==> src/cfg_hs_pkg.sv <==
// package for the configuration status/done handshake block
// assumes a single 25 MHz clock and that data-path logic reports progress
package cfg_hs_pkg;

    // ==========================================================
    // timing
    // ==========================================================
    localparam int CLK_PERIOD_NS = 40;           // ref_clk period
    localparam int POR_TIME_US = 12;             // power-on reset interval
    // cycles of the power-on interval, rounded up
    localparam int POR_CYCLES = (POR_TIME_US * 1000 + CLK_PERIOD_NS - 1) / CLK_PERIOD_NS;
    localparam int INIT_TIME_NS = 400;           // initialization cycle length
    localparam int INIT_CYCLES = (INIT_TIME_NS + CLK_PERIOD_NS - 1) / CLK_PERIOD_NS;
    localparam int CNT_W = 16;                   // width of the sequence counter

    // ==========================================================
    // sequencer states, one-hot
    // ==========================================================
    typedef enum logic [6:0] {
        ST_POR    = 7'h01,   // power-on interval, status held low
        ST_IDLE   = 7'h02,   // waiting for chain enable and request high
        ST_LOAD   = 7'h04,   // receiving configuration data
        ST_INIT   = 7'h08,   // done released, waiting for line high
        ST_USER   = 7'h10,   // user mode
        ST_ERROR  = 7'h20,   // error, status held low
        ST_RESET  = 7'h40    // request low: configuration discarded
    } cfg_state_t;

    // progress reported by the data path
    typedef struct packed {
        logic data_done;     // all data received
        logic data_err;      // error seen in the data
    } load_evt_t;

endpackage

==> src/config_status_handshake.sv <==
// configuration status, done and chain enable handshake sequencer
// assumes pins are open-drain with external pull-ups; rst is power-on reset
// ==========================================================
// Overview of operation
// - done line held low until init starts
// - release done after clean data, init start
// - enter user mode once done pin high and init interval over
// - user mode ignores external done low
// - accept configuration only while chain enable low
// - status low until power-on interval expires
// - early attempt fails; fresh configuration after reset
// - detected error pulls status low
// - external status low errors in load and init only
// - request low discards config, tristates user I/O
// - chain enable out low when configured
module config_status_handshake (
    input wire logic ref_clk,
    input wire logic rst,
    input wire logic config_request_n,          // request pin, active low
    input wire logic chain_enable_in_n,         // chain enable pin, active low
    input wire logic config_status_n_in,        // status pin level
    output logic config_status_n_out,           // always 0 when driven
    output logic config_status_n_oe,            // high while pulling low
    input wire logic config_complete_line_in,   // done pin level
    output logic config_complete_line_out,      // always 0 when driven
    output logic config_complete_line_oe,       // high while pulling low
    output logic chain_enable_out_n,            // to next device
    input wire cfg_hs_pkg::load_evt_t load_evt, // data path progress
    output logic load_enable,                   // data path may take data
    output logic user_mode,                     // device configured
    output logic user_io_oe                     // user I/O may drive
);

    // ==========================================================
    // pin synchronisers
    // ==========================================================
    logic [3:0] sync1_ff;   // first stage, read only by second stage
    logic [3:0] sync2_ff;   // second stage
    logic req_n_s, ce_n_s, stat_s, done_s;

    // two flops on every pin; the pins are asynchronous to ref_clk
    always_ff @(posedge ref_clk) begin
        if (rst) begin
            sync1_ff <= 4'hF;
            sync2_ff <= 4'hF;
        end else begin
            sync1_ff <= {config_request_n, chain_enable_in_n,
                         config_status_n_in, config_complete_line_in};
            sync2_ff <= sync1_ff;
        end
    end

    assign req_n_s = sync2_ff[3];
    assign ce_n_s = sync2_ff[2];
    assign stat_s = sync2_ff[1];
    assign done_s = sync2_ff[0];   // wired-AND pin, not our own drive

    // ==========================================================
    // sequencer
    // ==========================================================
    cfg_hs_pkg::cfg_state_t state_ff;
    cfg_hs_pkg::cfg_state_t nxt_state;
    logic [cfg_hs_pkg::CNT_W-1:0] cnt_ff;   // por and init timer
    logic cnt_zero;

    assign cnt_zero = (cnt_ff == '0);

    // next state; request low outranks everything once past power-on
    always_comb begin
        nxt_state = state_ff;
        unique case (state_ff)
            cfg_hs_pkg::ST_POR: begin
                if (cnt_zero) begin
                    nxt_state = cfg_hs_pkg::ST_IDLE;
                end
            end
            cfg_hs_pkg::ST_IDLE: begin
                // only start with chain enabled and status released
                if (!ce_n_s && req_n_s && stat_s) begin
                    nxt_state = cfg_hs_pkg::ST_LOAD;
                end
            end
            cfg_hs_pkg::ST_LOAD: begin
                if (load_evt.data_err || !stat_s) begin
                    nxt_state = cfg_hs_pkg::ST_ERROR;
                end else if (ce_n_s) begin
                    nxt_state = cfg_hs_pkg::ST_IDLE;
                end else if (load_evt.data_done) begin
                    nxt_state = cfg_hs_pkg::ST_INIT;
                end
            end
            cfg_hs_pkg::ST_INIT: begin
                if (!stat_s) begin
                    nxt_state = cfg_hs_pkg::ST_ERROR;
                end else if (done_s && cnt_zero) begin
                    nxt_state = cfg_hs_pkg::ST_USER;
                end
            end
            cfg_hs_pkg::ST_USER: begin
                nxt_state = cfg_hs_pkg::ST_USER;
            end
            cfg_hs_pkg::ST_ERROR: begin
                nxt_state = cfg_hs_pkg::ST_ERROR;       // leave only by request
            end
            cfg_hs_pkg::ST_RESET: begin
                if (req_n_s) begin
                    nxt_state = cfg_hs_pkg::ST_IDLE;
                end
            end
            default: nxt_state = cfg_hs_pkg::ST_POR;
        endcase
        if (!req_n_s && state_ff != cfg_hs_pkg::ST_POR) begin
            nxt_state = cfg_hs_pkg::ST_RESET;
        end
    end

    // state register; rst is the power-on reset
    always_ff @(posedge ref_clk) begin
        if (rst) begin
            state_ff <= cfg_hs_pkg::ST_POR;
        end else begin
            state_ff <= nxt_state;
        end
    end

    // timer: por interval at reset, init interval on entry to init
    always_ff @(posedge ref_clk) begin
        if (rst) begin
            cnt_ff <= cfg_hs_pkg::CNT_W'(cfg_hs_pkg::POR_CYCLES - 1);
        end else if (state_ff == cfg_hs_pkg::ST_LOAD && nxt_state == cfg_hs_pkg::ST_INIT) begin
            cnt_ff <= cfg_hs_pkg::CNT_W'(cfg_hs_pkg::INIT_CYCLES - 1);
        end else if (!cnt_zero) begin
            cnt_ff <= cnt_ff - 1'b1;
        end
    end

    // ==========================================================
    // pin drives, registered
    // ==========================================================
    logic stat_oe_ff, done_oe_ff, ceo_n_ff, user_ff;

    // open-drain drives follow the next state so they change with it
    always_ff @(posedge ref_clk) begin
        if (rst) begin
            stat_oe_ff <= 1'b1;   // status low from power-up
            done_oe_ff <= 1'b1;   // done low from power-up
            ceo_n_ff <= 1'b1;
            user_ff <= 1'b0;
        end else begin
            // status low in por, error and discard
            stat_oe_ff <= (nxt_state == cfg_hs_pkg::ST_POR) ||
                          (nxt_state == cfg_hs_pkg::ST_ERROR) ||
                          (nxt_state == cfg_hs_pkg::ST_RESET);
            // done released only in init and user
            done_oe_ff <= !((nxt_state == cfg_hs_pkg::ST_INIT) ||
                            (nxt_state == cfg_hs_pkg::ST_USER));
            ceo_n_ff <= (nxt_state != cfg_hs_pkg::ST_USER);
            user_ff <= (nxt_state == cfg_hs_pkg::ST_USER);
        end
    end

    assign config_status_n_out = 1'b0;
    assign config_complete_line_out = 1'b0;
    assign config_status_n_oe = stat_oe_ff;
    assign config_complete_line_oe = done_oe_ff;
    assign chain_enable_out_n = ceo_n_ff;
    assign user_mode = user_ff;
    assign user_io_oe = user_ff;   // user I/O tristated until configured
    assign load_enable = (state_ff == cfg_hs_pkg::ST_LOAD) && !ce_n_s;
endmodule // config_status_handshake

==> config.mk <==
export PLATFORM = sky130hd
export DESIGN_NAME = config_status_handshake
export DESIGN_NICKNAME = d
export VERILOG_FILES = /design/src/cfg_hs_pkg.sv /design/src/config_status_handshake.sv
export SDC_FILE = /design/constraint.sdc
export NUM_CORES = 1
export LEC_CHECK = 0
export BUFFER_PORTS_ARGS = -buffer_cell sky130_fd_sc_hd__buf_2
export CORE_MARGIN = 2
export CORE_UTILIZATION = 58
export DETAILED_ROUTE_END_ITERATION = 12
export PLACE_DENSITY = 0.86
export SLEW_MARGIN = 0
export SYNTH_ARGS = -nofsm -noshare
export SYNTH_HDL_FRONTEND = slang
export SYNTH_SLANG_ARGS = --single-unit
==> constraint.sdc <==
create_clock -name ref_clk -period 2.5 [get_ports ref_clk]
set_clock_uncertainty 0.15 [all_clocks]
set_input_delay 0.125 -clock ref_clk [delete_from_list [all_inputs] [get_ports ref_clk]]
set_output_delay 0.125 -clock ref_clk [all_outputs]
set_load 0.1 [all_outputs]
==> results.txt <==
The flow ran to the end, and the final reports show no timing, DRC or antenna violations. The number of max-slew violations in the final report is 0. In this design, the largest share of critical-path delay is due to simple AND/OR/NAND/NOR gates. Synthesis produced 194 cells.

The transition time at the pin with the least slew margin is 0.676 ns, and the number of DRC markers in iteration 0 is 103. The signal on the critical path passes through or4_1 > nor4_4 > buf_2. At the end of the flow, the number of nets in the layout was 224. The storage element area came out at 701 sq um.

In this run the static leakage power is 0.000791 uW. For the core region area, the log shows 0.00278 sq mm. The peak supply drop came out at 0.501 mV.

The area fraction of the dominant cell type after synthesis was 0.408; the share of synthesized registers carrying an async set or reset was 0. Sorting the synthesized cells by how often they occur yields dfxtp_1, nor2_1, or2_2. The routed wire length is 3560 um. The worst-case headroom to the max-slew limit was 0.538; the number of cells upsized or downsized after cts was 0. The first detailed-routing pass ran for 4 iterations. The tools report the source-to-sink clock delay at the later pin of the worst-skew pair as 0.35 ns. TritonCTS created 5 clock buffers.

The delay of the slowest cell on the worst path is 0.69 ns, and the number of buffers inserted by port buffering is 13. At the worst endpoint, the required time is 2.23 ns. The number of enable-type register cells in the synthesized netlist came out at 0. Among all flip-flop cells after synthesis, the most frequent one is dfxtp_1. The worst setup path is of the reg2out kind. DRC violations left: 0. The floorplan step set the die height to 58.4 um.

The final worst slack is 0.154 ns, and the post-layout total power is 1050 uW. The root buffer cell chosen for the clock tree is clkbuf_4. The starting density of the core is 0.618, and the fraction of synthesized area in multiplexers is 0.00583. Worst path buffer plus inverter count: 1. The sequential cell area fraction in the yosys report was 0.408; the critical-path maximum fanout was 6. The repair_antennas step left the layout with diodes totalling 0. Global-route congestion overflow total: 0.

For the final hold violation count, the log shows 0. In the final routed layout, each cell accounts on average for 14.5 um. The number of global-route vias before repair was 1330; the post-detailed-route count of antenna-violating nets was 0. Setup repair after global routing left no endpoint under its margin.

The tools report the arrival time reported for the critical path endpoint as 2.07 ns. In the final layout, the multi-input gates occupy 946 sq um. The routed via count divided by cell count was 5.99; the met2 layer wire length in the routed design was 1660 um.

The cell area that synthesis handed to floorplanning was 0.00172 sq mm. For the number of ports placed on the die boundary, the log shows 16. The floorplan has 19 rows.

Before CTS, the worst setup slack after placement is 0.278 ns. The xor and xnor area share after synthesis was 0.0612; the share of synthesized cell area in full adder, half adder and majority cells was 0.0146. Fraction of layout instances using a drive strength above 1: 0.228. The run gives 0 as the initial antenna violation count. Setup violations remaining at the end of the flow were counted as 0. For this block, wires on met1 add up to 1570 um. The first global-routing pass estimated 5890 um of wire. The largest individual stage delay along the critical path comes from the cell or4_1. No sink is reached through more buffers than the 2 on the longest clock path. Synthesis inferred 35 register bits. The synthesized area per cell is 8.86 sq um. The finished layout holds 246 standard cells, fillers aside. Entering global routing, the biggest net connects 15 pins. The tools report the number of cells after detailed placement as 232.

The share of the synthesized area in compound gates (AO/OA/AOI/OAI) is 0.130. The number of vias after detailed routing was 1473; the total global routing track utilization was 0.228. The worst setup path is captured at an output port. The worst setup path is launched from a register. Power spread over the standard cell area amounts to 541 mW/mm^2.

The min-delay analysis places its worst path in the category in2reg. Yosys instantiated no cell more often than dfxtp_1. Subtracting the final worst setup slack from the clock period gives 2.35 ns. After routing, the total negative slack on setup checks comes to 0 ns.

After clock tree synthesis, the flow added hold-fix buffers numbering 6. The synthesized netlist contains 50 unique library cells. The synthesized design spends more area on one cell type than any other, namely dfxtp_1. From left edge to right edge, the die measures 58.4 um.

The area of the die is 0.00341 sq mm, and the final critical-path share of the clock period is 0.938. TritonCTS built the clock tree. Detailed routing placed a total of 216 um of wire on met3. The congestion estimate from routability-driven global placement came to 0.991. Largest family of logic cells by synthesized area: simple AND/OR/NAND/NOR gates. Detailed placement ended at an HPWL of 2520 um. The core utilization of the finished layout is 0.699, and the total clock sinks is 35.

Across the run, the number of max-cap violations was 0. The H-tree was split into 2 levels. The filler cells instantiated in the layout total 217.

The maximum frequency from static timing analysis was 426 MHz. The area share of and/or/nand/nor cells after synthesis was 0.326; the count of buffers added by post-CTS timing repair for setup was 0. The synthesis-to-finish area growth was 13.2%; the clock transition time at the flip-flop clock pins of the worst setup and hold paths was 0.12 ns. The total number of yosys warnings was 0. Highest routing layer actually used: met4. Yosys attributes the largest share of cell area to dfxtp_1, xnor2_1, or2_2, nor2_1, nand2b_1.
==> kinds of logic (layout without fill, tap and decap cells) <==
kind of cell | count (synthesis) | count (layout)
AOI/OAI and AO/OA | 32 | 32
and+or+nand+nor | 93 | 93
muxes | 1 | 1
other | 1 | 2
adders and majority gates | 2 | 2
buffers and inverters | 18 | 38
xor gates and xnor gates | 12 | 12
DFF | 35 | 35
==> stage by stage <==
step	cell area (sq um)	hold WS (ns)
6_report	1940	0.152
5_1_grt	1940	0.172
4_1_cts	1940	0.142
3_5_place_dp	1800	0.159
3_3_place_gp	1800	0.157
2_1_floorplan	1740	0.0631
==> metal layers <==
metal / vias to the layer above / global-route usage
met5: - / 0
met4: 0 / 0.103
met3: 15 / 0.0615
met2: 62 / 0.379
met1: 685 / 0.276
li1: 711 / -
==> placed cells by master, fill, tap and decap left out, drive strengths merged, types with 7 or more instances in the layout <==
cell type and count:
o21ai 7, nor3 8, nand2b 11, buf 16
nor2 21, nand2 9, nor4 8, xnor2 9
inv 8, dfxtp 35, or2 12
==> sequential cells by signal, indices dropped and copies added, names as in the netlist <==
register                 flops
sync1_ff                     4
config_status_n_oe           1
config_complete_line_oe      1
chain_enable_out_n           1
state_ff                     7
sync2_ff                     4
cnt_ff                      16
user_io_oe                   1
==> tightest hold or removal path: stages <==
cell and delay [ns]:
buf_2 0.10, o41ai_2 0.10, o21ai_0 0.07, o21ai_0 0.09
nor2b_1 0.13
==> cell type report <==
cell class                      instances  area share
Inverter                                8      0.0154
Clock buffer                            5      0.0193
Timing Repair Buffer                   22      0.0759
Sequential cell                        35       0.360
Clock inverter                          3      0.0225
Tap cell                               31      0.0199
Multi-Input combinational cell        142       0.486
==> final timing paths <==
path | depth (start not counted) | start | slack, ns | to
setup / recovery | 3 | state_ff[5]$_SDFF_PP0_ | 0.15 | load_enable
hold / removal | 5 | load_evt[0] | 0.15 | state_ff[3]$_SDFF_PP0_
setup reg to reg | 5 | state_ff[5]$_SDFF_PP0_ | 0.21 | cnt_ff[12]$_SDFFE_PP0N_
hold reg to reg | 1 | sync1_ff[1]$_SDFF_PP1_ | 0.27 | sync2_ff[1]$_SDFF_PP1_
==> where the power goes <==
group / switching [uW] / internal [uW] / leakage (uW)
Sequential: 8.51 / 569 / 0.000285
Combinational: 40.2 / 27.2 / 0.000461
Clock: 198 / 210 / 0.0000452
Total: 247 / 806 / 0.000791
No activity file was read; power rests on OpenSTA's default activity.
